**config.mk**
```make
export PLATFORM = sky130hd
export DESIGN_NAME = ddr2_burst_access_timing
export DESIGN_NICKNAME = d
export VERILOG_FILES = /design/src/design/ddr2_burst_pkg.sv /design/src/design/ddr2_burst_access_timing.sv
export SDC_FILE = /design/constraint.sdc
export NUM_CORES = 1
export LEC_CHECK = 0
export ABC_AREA = 1
export BUFFER_PORTS_ARGS = -buffer_cell sky130_fd_sc_hd__buf_2
export CAP_MARGIN = 20
export CELL_PAD_IN_SITES_DETAIL_PLACEMENT = 1
export CELL_PAD_IN_SITES_GLOBAL_PLACEMENT = 1
export CORE_MARGIN = 2
export CORE_UTILIZATION = 30
export CTS_BUF_LIST = sky130_fd_sc_hd__clkbuf_8
export DETAILED_ROUTE_END_ITERATION = 10
export PLACE_DENSITY_LB_ADDON = 0.25
export SLEW_MARGIN = 10
export SYNTH_ARGS = -nofsm -noshare
export SYNTH_HDL_FRONTEND = slang
export SYNTH_SLANG_ARGS = --single-unit
```
**constraint.sdc**
```tcl
create_clock -name sys_clk -period 7.1 [get_ports sys_clk]
set_input_delay 0.71 -clock sys_clk [delete_from_list [all_inputs] [get_ports sys_clk]]
set_output_delay 0.71 -clock sys_clk [all_outputs]
set_load 0.02 [all_outputs]
```
**src/design/ddr2_burst_pkg.sv**
```systemverilog
// constants, codes and states of the ddr2 column-access burst engine
// What the document requires of this block and of its controller
// RULE_01: burst length is four or eight; each column command moves exactly that many beats
// RULE_02: address bit 3 of a mode register set picks sequential or interleaved order
// RULE_03: sequential order wraps within each four-beat group; second group is other nibble
// RULE_04: interleaved order is start column xor beat number
// RULE_05: no burst stop; bursts cut only by same-direction command at four-beat boundary
// RULE_06: chip select and cas low, ras and we high decode a burst read
// RULE_07: first read beat comes additive plus cas latency clocks after the read
// RULE_08: read strobe driven low one clock before data; beat zero on rising strobe
// RULE_09: controller spaces read to write by at least four clocks
// RULE_10: column commands every other clock give seamless bursts to open banks
// RULE_11: only eight-beat reads, without auto-precharge, cut by a read two clocks later
// RULE_12: spacing after an interrupted burst still uses the programmed burst length
// RULE_13: chip select, cas, we low and ras high decode a write; latency is read minus one
// RULE_14: controller drives strobe preamble one clock before write latency, then data
// RULE_15: write beats beyond the programmed length are ignored
// RULE_16: controller spaces write to read by cas latency plus one plus turnaround
// RULE_17: only eight-beat writes, without auto-precharge, cut by a write two clocks later
// RULE_18: write to precharge after interrupt is write latency plus half length plus recovery
// RULE_19: one mask bit per eight data lines, timed like data, ignored on reads
// RULE_20: precharge decode; address bit 10 closes all banks, else the addressed bank
// RULE_21: precharge after a read no sooner than additive latency plus half burst length
// RULE_22: controller waits row precharge time before reactivating a precharged bank
// RULE_23: column commands are at least two clocks apart
// RULE_24: address bit 10 with a read or write selects auto-precharge
// RULE_25: per-bank open state; column commands to closed banks rejected; precharge closes
package ddr2_burst_pkg;
    // command codes as {ras_n, cas_n, we_n}
    localparam logic [2:0] OP_MRS = 3'h0;
    localparam logic [2:0] OP_PRE = 3'h2;
    localparam logic [2:0] OP_ACT = 3'h3;
    localparam logic [2:0] OP_WR = 3'h4;
    localparam logic [2:0] OP_RD = 3'h5;
    localparam logic [1:0] BA_MRS = 2'h0;
    localparam logic [1:0] BA_EMRS = 2'h1;
    // mode register fields
    localparam int BL_LSB = 0;
    localparam int BT_BIT = 3;
    localparam int CL_LSB = 4;
    localparam int AL_LSB = 3;
    localparam int AP_BIT = 10;
    localparam logic [2:0] BL4_CODE = 3'h2;
    localparam logic [2:0] BL8_CODE = 3'h3;
    localparam logic [2:0] CL_MIN = 3'h3;
    localparam logic [2:0] CL_MAX = 3'h5;
    localparam logic [2:0] AL_MAX = 3'h4;
    localparam logic [2:0] CL_RESET = 3'h3;
    localparam logic [2:0] AL_RESET = 3'h0;
    localparam logic [2:0] LAST_BL4 = 3'h3;
    localparam logic [2:0] LAST_BL8 = 3'h7;
    localparam int ADDR_W = 13;
    localparam int BANKS = 4;
    // scheduling depth in link clocks, above the largest latency of 9
    localparam int SLOTS = 16;
    typedef enum logic [2:0] {
        ST_IDLE = 3'b001,
        ST_READ = 3'b010,
        ST_WRITE = 3'b100
    } burst_state_e;
endpackage

```
**src/design/ddr2_burst_access_timing.sv**
```systemverilog
// column-access burst engine of a four-bank ddr2 device
`timescale 1ns/1ps
module ddr2_burst_access_timing #(
    parameter int DQ_W = 8,
    parameter int COL_W = 3
) (
    input wire logic sys_clk,
    input wire logic rst_n,
    input wire logic clk_en,
    input wire logic ck,
    input wire logic cs_n,
    input wire logic ras_n,
    input wire logic cas_n,
    input wire logic we_n,
    input wire logic [1:0] ba,
    input wire logic [ddr2_burst_pkg::ADDR_W-1:0] addr,
    input wire logic [DQ_W-1:0] dq_in,
    output logic [DQ_W-1:0] dq_out,
    output logic dq_oe,
    input wire logic dqs_in,
    output logic dqs_out,
    output logic dqs_oe,
    input wire logic [DQ_W/8-1:0] dm_in,
    output logic [ddr2_burst_pkg::BANKS-1:0] bank_open,
    output logic burst_len8,
    output logic interleaved,
    output logic [2:0] cas_lat,
    output logic [2:0] add_lat,
    output logic cmd_reject
);
    import ddr2_burst_pkg::*;

    localparam int DM_W = DQ_W / 8;
    localparam int IN_W = 6 + 2 + ADDR_W + DQ_W + DM_W;

    // refuse widths the lane and ordering logic cannot serve
    if (DQ_W % 8 != 0 || DQ_W < 8 || COL_W < 3 || COL_W > 10)
    begin : g_bad_params
        $error("unsupported data width or column width");
    end

    // beat position inside the burst group
    function automatic logic [2:0] burst_pos(input logic [2:0] start, input logic [2:0] beat,
                                             input logic il);
        if (il)
            burst_pos = start ^ beat; // see RULE_04
        else
            burst_pos = {start[2] ^ beat[2], start[1:0] + beat[1:0]}; // see RULE_03
    endfunction

    // array index from bank, start column and beat
    function automatic logic [COL_W+1:0] mem_index(input logic [1:0] bk,
                                                   input logic [COL_W-1:0] sc,
                                                   input logic [2:0] beat, input logic il);
        logic [COL_W-1:0] col;
        col = (sc & ~COL_W'(7)) | COL_W'(burst_pos(sc[2:0], beat, il));
        mem_index = {bk, col};
    endfunction

    logic [IN_W-1:0] in_s1;
    logic [IN_W-1:0] in_s2;
    logic ck_d;
    logic dqs_d;
    logic [DQ_W-1:0] mem [0:(BANKS << COL_W)-1];
    logic sv [0:SLOTS-1];
    logic sw [0:SLOTS-1];
    logic sa [0:SLOTS-1];
    logic [1:0] sb [0:SLOTS-1];
    logic [COL_W-1:0] sc [0:SLOTS-1];
    burst_state_e state;
    logic [2:0] beat;
    logic [1:0] cur_bank;
    logic [COL_W-1:0] cur_col;
    logic cur_ap;

    // two-flop synchronisers for every link pin
    always_ff @(posedge sys_clk or negedge rst_n)
    begin
        if (!rst_n)
        begin
            in_s1 <= '0;
            in_s2 <= '0;
            ck_d <= 1'b0;
            dqs_d <= 1'b0;
        end
        else if (clk_en)
        begin
            in_s1 <= {ck, dqs_in, cs_n, ras_n, cas_n, we_n, ba, addr, dq_in, dm_in};
            in_s2 <= in_s1;
            ck_d <= in_s2[IN_W-1];
            dqs_d <= in_s2[IN_W-2];
        end
    end

    logic ck_s, dqs_s, cs_s;
    logic [2:0] op;
    logic [1:0] ba_s;
    logic [ADDR_W-1:0] addr_s;
    logic [DQ_W-1:0] dq_s;
    logic [DM_W-1:0] dm_s;
    assign {ck_s, dqs_s, cs_s, op, ba_s, addr_s, dq_s, dm_s} = in_s2;

    // link clock and strobe edges seen in the system domain
    logic ck_rise, ck_edge, dqs_rise, dqs_edge;
    assign ck_rise = ck_s & ~ck_d;
    assign ck_edge = ck_s ^ ck_d;
    assign dqs_rise = dqs_s & ~dqs_d;
    assign dqs_edge = dqs_s ^ dqs_d;

    // command decode on link clock rising edges
    logic cmd, is_rd, is_wr, accept, is_pre;
    logic [3:0] rl, wl, lat;
    assign cmd = ck_rise & ~cs_s;
    assign is_rd = cmd & (op == OP_RD); // see RULE_06
    assign is_wr = cmd & (op == OP_WR); // see RULE_13
    assign is_pre = cmd & (op == OP_PRE);
    assign accept = (is_rd | is_wr) & bank_open[ba_s]; // see RULE_25
    assign rl = {1'b0, add_lat} + {1'b0, cas_lat}; // see RULE_07
    assign wl = rl - 4'h1; // see RULE_13
    assign lat = (is_wr ? wl : rl) - 4'h1; // slot counts from the next shift

    // reject pulse for column command to a closed bank
    always_ff @(posedge sys_clk or negedge rst_n)
    begin
        if (!rst_n)
            cmd_reject <= 1'b0;
        else if (clk_en)
            cmd_reject <= (is_rd | is_wr) & ~bank_open[ba_s]; // see RULE_25
    end

    // mode and extended mode registers
    always_ff @(posedge sys_clk or negedge rst_n)
    begin
        if (!rst_n)
        begin
            burst_len8 <= 1'b0;
            interleaved <= 1'b0;
            cas_lat <= CL_RESET;
            add_lat <= AL_RESET;
        end
        else if (clk_en && cmd && op == OP_MRS)
        begin
            if (ba_s == BA_MRS)
            begin
                if (addr_s[BL_LSB+:3] == BL4_CODE || addr_s[BL_LSB+:3] == BL8_CODE)
                    burst_len8 <= addr_s[BL_LSB+:3] == BL8_CODE; // see RULE_01
                interleaved <= addr_s[BT_BIT]; // see RULE_02
                if (addr_s[CL_LSB+:3] >= CL_MIN && addr_s[CL_LSB+:3] <= CL_MAX)
                    cas_lat <= addr_s[CL_LSB+:3];
            end
            else if (ba_s == BA_EMRS && addr_s[AL_LSB+:3] <= AL_MAX)
                add_lat <= addr_s[AL_LSB+:3];
        end
    end

    // latency pipeline, one slot per link clock
    always_ff @(posedge sys_clk or negedge rst_n)
    begin
        if (!rst_n)
        begin
            for (int i = 0; i < SLOTS; i++)
            begin
                sv[i] <= 1'b0;
                sw[i] <= 1'b0;
                sa[i] <= 1'b0;
                sb[i] <= 2'h0;
                sc[i] <= '0;
            end
        end
        else if (clk_en && ck_rise)
        begin
            for (int i = 0; i < SLOTS - 1; i++)
            begin
                sv[i] <= sv[i+1];
                sw[i] <= sw[i+1];
                sa[i] <= sa[i+1];
                sb[i] <= sb[i+1];
                sc[i] <= sc[i+1];
            end
            sv[SLOTS-1] <= 1'b0;
            if (accept)
            begin
                sv[lat] <= 1'b1; // see RULE_07
                sw[lat] <= is_wr;
                sa[lat] <= addr_s[AP_BIT]; // see RULE_24
                sb[lat] <= ba_s;
                sc[lat] <= addr_s[COL_W-1:0];
            end
        end
    end

    // burst due this link clock; a new one cuts the running one
    logic due, due_rd, due_wr, pre_next, last_beat;
    logic [2:0] last;
    assign due = ck_rise & sv[0]; // see RULE_10
    assign due_rd = due & ~sw[0];
    assign due_wr = due & sw[0];
    assign pre_next = ck_rise & sv[1] & ~sw[1];
    assign last = burst_len8 ? LAST_BL8 : LAST_BL4; // see RULE_01 RULE_12
    assign last_beat = beat == last;

    // write capture on strobe edges, first on a rising edge
    logic wr_cap;
    logic [1:0] wb;
    logic [COL_W-1:0] wc;
    logic [2:0] wbeat;
    assign wr_cap = dqs_edge & (due_wr ? dqs_rise : (state == ST_WRITE &&
                    (beat != 3'h0 || dqs_rise))); // see RULE_15
    assign wb = due_wr ? sb[0] : cur_bank;
    assign wc = due_wr ? sc[0] : cur_col;
    assign wbeat = due_wr ? 3'h0 : beat;

    // burst state, beat counter and the burst's own fields
    always_ff @(posedge sys_clk or negedge rst_n)
    begin
        if (!rst_n)
        begin
            state <= ST_IDLE;
            beat <= 3'h0;
            cur_bank <= 2'h0;
            cur_col <= '0;
            cur_ap <= 1'b0;
        end
        else if (clk_en)
        begin
            if (due)
            begin
                state <= sw[0] ? ST_WRITE : ST_READ; // see RULE_05
                beat <= (sw[0] && wr_cap) ? 3'h1 : 3'h0;
                cur_bank <= sb[0];
                cur_col <= sc[0];
                cur_ap <= sa[0];
            end
            else
            begin
                case (state)
                    ST_READ:
                    begin
                        if (ck_edge)
                        begin
                            if (last_beat)
                                state <= ST_IDLE;
                            else
                                beat <= beat + 3'h1;
                        end
                    end
                    ST_WRITE:
                    begin
                        if (wr_cap)
                        begin
                            if (last_beat)
                                state <= ST_IDLE; // see RULE_15
                            else
                                beat <= beat + 3'h1;
                        end
                    end
                    ST_IDLE:
                        beat <= 3'h0;
                    default:
                        state <= ST_IDLE;
                endcase
            end
        end
    end

    // masked byte writes into the array
    always_ff @(posedge sys_clk)
    begin
        if (clk_en && wr_cap)
        begin
            for (int l = 0; l < DM_W; l++)
            begin
                if (!dm_s[l])
                    mem[mem_index(wb, wc, wbeat, interleaved)][l*8+:8] <= dq_s[l*8+:8]; // see RULE_19
            end
        end
    end

    // read data and strobe, preamble one clock ahead
    logic rd_step;
    assign rd_step = state == ST_READ && ck_edge && !last_beat && !due;
    always_ff @(posedge sys_clk or negedge rst_n)
    begin
        if (!rst_n)
        begin
            dq_out <= '0;
            dq_oe <= 1'b0;
            dqs_out <= 1'b0;
            dqs_oe <= 1'b0;
        end
        else if (clk_en)
        begin
            if (due_rd)
            begin
                dq_out <= mem[mem_index(sb[0], sc[0], 3'h0, interleaved)]; // see RULE_08
                dq_oe <= 1'b1;
                dqs_out <= 1'b1;
                dqs_oe <= 1'b1;
            end
            else if (rd_step)
            begin
                dq_out <= mem[mem_index(cur_bank, cur_col, beat + 3'h1, interleaved)];
                dqs_out <= ~dqs_out; // see RULE_08
            end
            else if (pre_next && state != ST_READ)
            begin
                dqs_oe <= 1'b1; // see RULE_08
                dqs_out <= 1'b0;
                dq_oe <= 1'b0;
            end
            else if (state == ST_READ && ck_edge && last_beat)
            begin
                dq_oe <= 1'b0;
                dqs_oe <= 1'b0;
                dqs_out <= 1'b0;
            end
        end
    end

    // bank open state, precharge and auto-precharge
    logic burst_end;
    assign burst_end = !due && ((state == ST_READ && ck_edge && last_beat) ||
                                (state == ST_WRITE && wr_cap && last_beat));
    always_ff @(posedge sys_clk or negedge rst_n)
    begin
        if (!rst_n)
            bank_open <= '0;
        else if (clk_en)
        begin
            if (cmd && op == OP_ACT)
                bank_open[ba_s] <= 1'b1;
            else if (is_pre && addr_s[AP_BIT])
                bank_open <= '0; // see RULE_20
            else if (is_pre)
                bank_open[ba_s] <= 1'b0; // see RULE_20
            if (burst_end && cur_ap)
                bank_open[cur_bank] <= 1'b0; // see RULE_24
        end
    end
endmodule

```
* Yosys cells after proc, flatten, opt, wreduce, memory -nomap -nowiden
Memories as Yosys holds them, arrays and structs flattened.
Cells that the tools add are included.
** Word-level totals
- Register bits :: 226
- Logic and storage cells :: 279
- Bits in writable memories :: 256
- Output and inout bits :: 24
- Memories :: 1
** Memory list
- mem :: words 32, width 8, read ports 2, clocked after Yosys merged registers in 0, write ports 1, RTL line ddr2_burst_access_timing.sv:64 : logic [DQ_W-1:0] mem [0:(BANKS << COL_W)-1];
** Cells by class
- Multiplexer cells :: 67
- Equality and inequality tests :: 16
- Bitwise operators :: 36
- Order comparisons :: 9
- $add $sub $neg :: 6
- Reduce and logical (&&, ||, !) cells :: 45
** Operator list (count)
- 3-bit two-way mux :: 22
- 48-bit bitwise mux :: 1
- 16-bit two-way mux :: 3
- 48-bit two-way mux :: 1
- 16-bit bitwise mux :: 2
- 32-bit bitwise mux :: 1
- 32-bit two-way mux :: 1
- 4-bit two-way mux :: 6
- 1-bit logical AND :: 22
- 1-bit two-way mux :: 18
- 3-bit one-hot mux with 3 select lines :: 2
- 8-bit two-way mux :: 2
- 16-bit OR :: 1
- 3-bit by 2-bit == test with 1-bit output (second input constant) :: 5
- 1-bit bitwise AND :: 14
- 3-bit demux with 4-bit select :: 1
- 3-bit AND reduction :: 4
- 2-bit AND reduction :: 5
- 3-bit == test (second input constant) :: 3
- 4-bit bitwise AND :: 2
- 2-bit demux with 4-bit select :: 1
- 1-bit NOT :: 8
- 4-bit NOT :: 2
- 4-bit AND reduction :: 2
- 32 further kinds :: 50

* Depth between registers and ports, before layout
- Word-level depth :: 13
- Gate-level depth with buffers :: 18
- Depth with buffers taken out :: 17

* Worst setup path after synthesis
OpenSTA, ideal clock, no wires.
- Kind :: flip-flop to flip-flop
- Start :: register cas_lat[0]
- End :: register sw[10] (netlist bit)
- Required time :: 6.982 ns
- Stages on the path, launching flop included :: 16
- Buffers on the path :: 2
- Data arrival time :: 2.611 ns
- Library setup time :: 0.118 ns
- Path slack :: 4.371 ns
- Path through :: dfstp_2 > ha_1 > inv_1 > fa_1 > ha_1 > inv_1 > nand2_1 > nand2_2 > nor2_2 > nand2_2 > nand2_4 > buf_8 > buf_8 > nand4_1 > nand3_1 > nand2_1
** Between the ends
- Cells in the longest elaborated chain, start to end :: 11
- Elaborated cells on any way between the ends :: 12
** RTL lines
- start: declaration :: RTL line ddr2_burst_access_timing.sv:27 : output logic [2:0] cas_lat,
- start signal: assignment :: RTL line ddr2_burst_access_timing.sv:149 : cas_lat <= addr_s[CL_LSB+:3];
- 3-bit by 3-bit adder with 4-bit output * :: RTL line ddr2_burst_access_timing.sv:118 : assign rl = {1'b0, add_lat} + {1'b0, cas_lat};
- 4-bit by 1-bit subtractor with 4-bit output :: RTL line ddr2_burst_access_timing.sv:119 : assign wl = rl - 4'h1;
- 4-bit two-way mux * :: RTL line ddr2_burst_access_timing.sv:120 : assign lat = (is_wr ? wl : rl) - 4'h1;
- 4-bit by 1-bit subtractor with 4-bit output * :: RTL line ddr2_burst_access_timing.sv:120
- 4-bit NOT with 5-bit output (not written as such) * :: RTL line ddr2_burst_access_timing.sv:184 : sw[lat] <= is_wr;
- 5-bit >= comparator (not written as such) or 5-bit by 1-bit < comparator with 1-bit output (tied branches) :: RTL line ddr2_burst_access_timing.sv:184
- 1-bit logical AND (not written as such) :: RTL line ddr2_burst_access_timing.sv:184
- 1-bit two-way mux (not written as such) :: RTL line ddr2_burst_access_timing.sv:184
- 1-bit demux with 4-bit select * :: RTL line ddr2_burst_access_timing.sv:184
- 16-bit bitwise mux * :: RTL line ddr2_burst_access_timing.sv:184
- 16-bit two-way mux * :: RTL line ddr2_burst_access_timing.sv:181 : if (accept)
- end signal: indexed assignment :: RTL line ddr2_burst_access_timing.sv:175 : sw[i] <= sw[i+1];
- end signal: indexed assignment :: RTL line ddr2_burst_access_timing.sv:184
- end: declaration :: RTL line ddr2_burst_access_timing.sv:66 : logic sw [0:SLOTS-1];
Mark *: on every way between the ends. The rest lies on a longest branch, timed or not.
A chain may end at the register's enable or synchronous reset.

* Worst setup path in the final report
- Start :: register in_s2[29]
- End :: memory mem[4][0], enable pin
** Between the ends
- Cells in the longest elaborated chain, start to end :: 8
- Elaborated cells on any way between the ends :: 17
** RTL lines
- start: declaration :: RTL line ddr2_burst_access_timing.sv:61 : logic [IN_W-1:0] in_s2;
- start signal: assignment :: RTL line ddr2_burst_access_timing.sv:89 : in_s2 <= in_s1;
- 1-bit bitwise AND * :: RTL line ddr2_burst_access_timing.sv:105 : assign ck_rise = ck_s & ~ck_d;
- 1-bit bitwise AND * :: RTL line ddr2_burst_access_timing.sv:195 : assign due = ck_rise & sv[0];
- 1-bit bitwise AND * :: RTL line ddr2_burst_access_timing.sv:197 : assign due_wr = due & sw[0];
- 3-bit two-way mux, or another cell as far along :: RTL line ddr2_burst_access_timing.sv:210 : assign wc = due_wr ? sc[0] : cur_col;
- 2-bit adder, or another cell as far along :: RTL line ddr2_burst_access_timing.sv:48 : burst_pos = {start[2] ^ beat[2], start[1:0] + beat[1:0]};
- 3-bit two-way mux or 1-bit logical AND (tied branches) :: RTL line ddr2_burst_access_timing.sv:45, ddr2_burst_access_timing.sv:269
- 3-bit two-way mux or 1-bit two-way mux (tied branches) :: RTL line ddr2_burst_access_timing.sv:273, ddr2_burst_access_timing.sv:269
- 3-bit two-way mux or 1-bit two-way mux (tied branches) :: RTL line ddr2_burst_access_timing.sv:269, ddr2_burst_access_timing.sv:274
- end: declaration :: RTL line ddr2_burst_access_timing.sv:64
Mark *: on every way between the ends. The rest lies on a longest branch, timed or not. The select of a mux whose other input is x is not followed.

==> flow_summary.yaml <==
timing:
  slew_viol_final: 0
  slew_headroom: 0.231
  worst_pin_slew_ns: 1.15
  hold-worst-slack_ns: 0.0223
  skew_ns: 0.0776
  fin_setup_tns_ns: 0
  setup_violations: 0
  period_minus_slack_ns: 4.03
  max_freq_ghz: 0.248
  rsz0062_at_grt: "false"
  hold_viol: 0
  period_share: 0.567
power:
  seq_power_share: 0.304
  p_leak_nw: 12.1
  p_sw_mw: 5.63
  p_int_mw: 6.41
  power_frac_clock: 0.229
  power.density_nw_per_um2: 441
  ir_worst_vdd_v: 0.000309
  finalPower_mw: 12.0
  switching_share: 0.468
  combPwrFrac: 0.467
drt:
  avgViaCountPerCell: 5.11
  wl_um: 82900
  antenna_left: 0
  drt-wirelength-per-cell_um: 20.6
  drt_first_pass_iters: 5
  drc_errors: 0
  vias: 20600
  drtIter0Drc: 1382
clock_network:
  postCtsResizedCells: 0
  cts-buffers-inserted: 88
  clk_path_buf_depth: 3
  ctsHoldBuffers: 0
  clk_latency_ns: 0.71
  post-cts-setup-buffers: 0
  clkSlewWorstSetupHoldPaths_ns: 0.06
  tritoncts: "yes"
  htree_levels: 3
  cts.sinks: 472
  root_buffer: "clkbuf_8"
placed_design:
  hpwl_um: 50000
  place_area_um2: 25400
  numPortBuffers: 51
  place.gp.congestion: 0.845
  post-place-cells: 3864
floorplan:
  start_util: 0.303
  core-area_um2: 80400
  die_x_um: 289
  die_y_um: 289
  rows: 104
  die_area_um2: 83500
  io_pins: 57
setup_path:
  crit_arrival_ns: 4.27
  rr_worst_depth: 12
  cp-end-kind: "flip-flop"
  crit_required_ns: 7.34
  cp-start-kind: "flip-flop"
  critPathKind: "flip-flop to flip-flop"
  path_max_fanout: 15
layout:
  fin_nets: 2942
  final_cells: 4035
  layout_common_cells: "nand2_1, nand3_1, inv_1"
  drive_above_1_share: 0.101
  synthToLayoutAreaGrowth_pct: 12.1
  fin_area_um2: 27300
  fill_cells: 9604
  final_common_cell: "nand2_1"
yosys:
  syn-num-nets: 2949
  ys_ff_latch: 472
  synth.distinct_cells: 50
  yosys_warnings: 0
  postSynthAreaPerCell_um2: 8.38
  yosysSeqAreaShare: 0.538
  netlist_area_um2: 24400
  syn-instance-count: 2905
run:
  drv_cap: 0
outcome:
  status: "finished, final reports clean"
worst_hold_path:
  hold_path.class: "input pin to asynchronous set/reset pin"
global_routing:
  grt_usage: 0.199
  grt.overflow.total: 0
  grt_max_degree: 121
  grt_pass1_wl_um: 128000
  antenna_found_initial: 1
  grt_pass1_vias: 21800
## through the flow
stage	setup WS [ns]	util
6_report	3.07	0.339
5_1_grt	2.76	0.339
4_1_cts	2.99	0.339
3_5_place_dp	3.09	0.316
3_3_place_gp	3.14	0.316
2_1_floorplan	4.37	-
## logic make-up after synthesis
family / after synthesis / synth area share
AND/OR/NAND/NOR: 1697 / 0.309
flip-flops: 472 / 0.538
buffers and inverters: 414 / 0.0700
AO/OA/AOI/OAI: 276 / 0.0628
multiplexers: 33 / 0.0136
adder cells (fa/ha/maj): 11 / 0.00596
XOR/XNOR: 2 / 0.000719
## worst max-delay path: stages (launching register included)
cell and delay [ns]:
dfrtp_1 0.40, ha_1 0.30, nand2_1 0.14, inv_1 0.11, nand2_1 0.40, nand2_1 0.10, inv_1 0.08, o21bai_1 0.13
a21oi_1 0.15, nand3_1 0.21, nor2_1 0.50, nand2_1 0.21, nor2_1 0.83
## registers in the layout, summed over array words and instances, names as in the netlist, 2 cells and up, named ones only
register / flops
sw: 15
cur_bank: 2
sb: 30
cas_lat: 3
add_lat: 3
dq_out: 8
sc: 45
sv: 16
beat: 3
cur_col: 3
mem: 256
bank_open: 4
sa: 15
in_s1: 25
state: 3
in_s2: 25
## Yosys cell counts (all sizes together)
cell type	n	area [um2]
a31oi	1	6.26
o211ai	7	52.6
inv	226	848
o21a	3	22.5
a2111o	1	11.3
o22ai	1	6.26
xor2	1	8.76
or2	27	169
edfxtp	256	7690
mux2i	33	330
nand3	519	2700
nor3	6	52.6
fa	1	20.0
nor2	112	480
dfstp	3	78.8
nand3b	3	22.5
nand4	45	282
clkbuf	121	454
a41oi	1	8.76
and2	6	37.5
a21oi	32	175
o2111ai	4	35.0
o31ai	1	7.51
dfrtp	213	5330
nand2	978	3780
o21ai	194	971
buf	62	384
clkinv	5	18.8
a21boi	29	218
ha	10	125
xnor2	1	8.76
o21bai	1	7.51
nor4	1	6.26
a21o	1	7.51
## final timing paths
check | end | start | slack, ns
max in group asynchronous | sc[45]$_DFFE_PN0P_ | rst_n | 5.75
min in group sys_clk | in_s1[29]$_DFFE_PN0P_ | ck | 0.23
worst min-delay path | sb[5]$_DFFE_PN0P_ | rst_n | 0.02
worst min register to register | in_s1[12]$_DFFE_PN0P_ | in_s1[12]$_DFFE_PN0P_ | 0.47
worst max-delay path | mem[4][0]$_DFFE_PP_ | in_s2[29]$_DFFE_PN0P_ | 3.07
worst max register to register | mem[4][0]$_DFFE_PP_ | in_s2[29]$_DFFE_PN0P_ | 3.07
## area by class of cell
type / instances / area (um2) / area share
clock buffers: 110 / 1510 / 0.0555
clock inverters: 55 / 338 / 0.0124
well taps: 1060 / 1330 / 0.0486
repair buffers: 86 / 548 / 0.0201
diodes: 2 / 5.00 / 0.000183
flip-flops and latches: 472 / 13100 / 0.480
inverters: 231 / 873 / 0.0320
multi-input cells: 2019 / 9590 / 0.351
## routing by layer
metal  routed length (um)  vias up  GRT usage
met5                    0        -          0
met4                 2110        0     0.0624
met3                 3730      146     0.0269
met2                39400      443      0.332
met1                37700    10400      0.268
li1                     -     9632          -
## power by group through the flow
stage	sequential, mW	clock [mW]	combinational, mW
after floorplan	3.63	0	3.80
after global placement	3.69	0	5.48
after detailed placement	3.70	0	5.61
after CTS	3.66	2.84	5.63
after global routing	3.70	2.96	6.23
final	3.66	2.76	5.62
(Power assumes the default switching activity.)
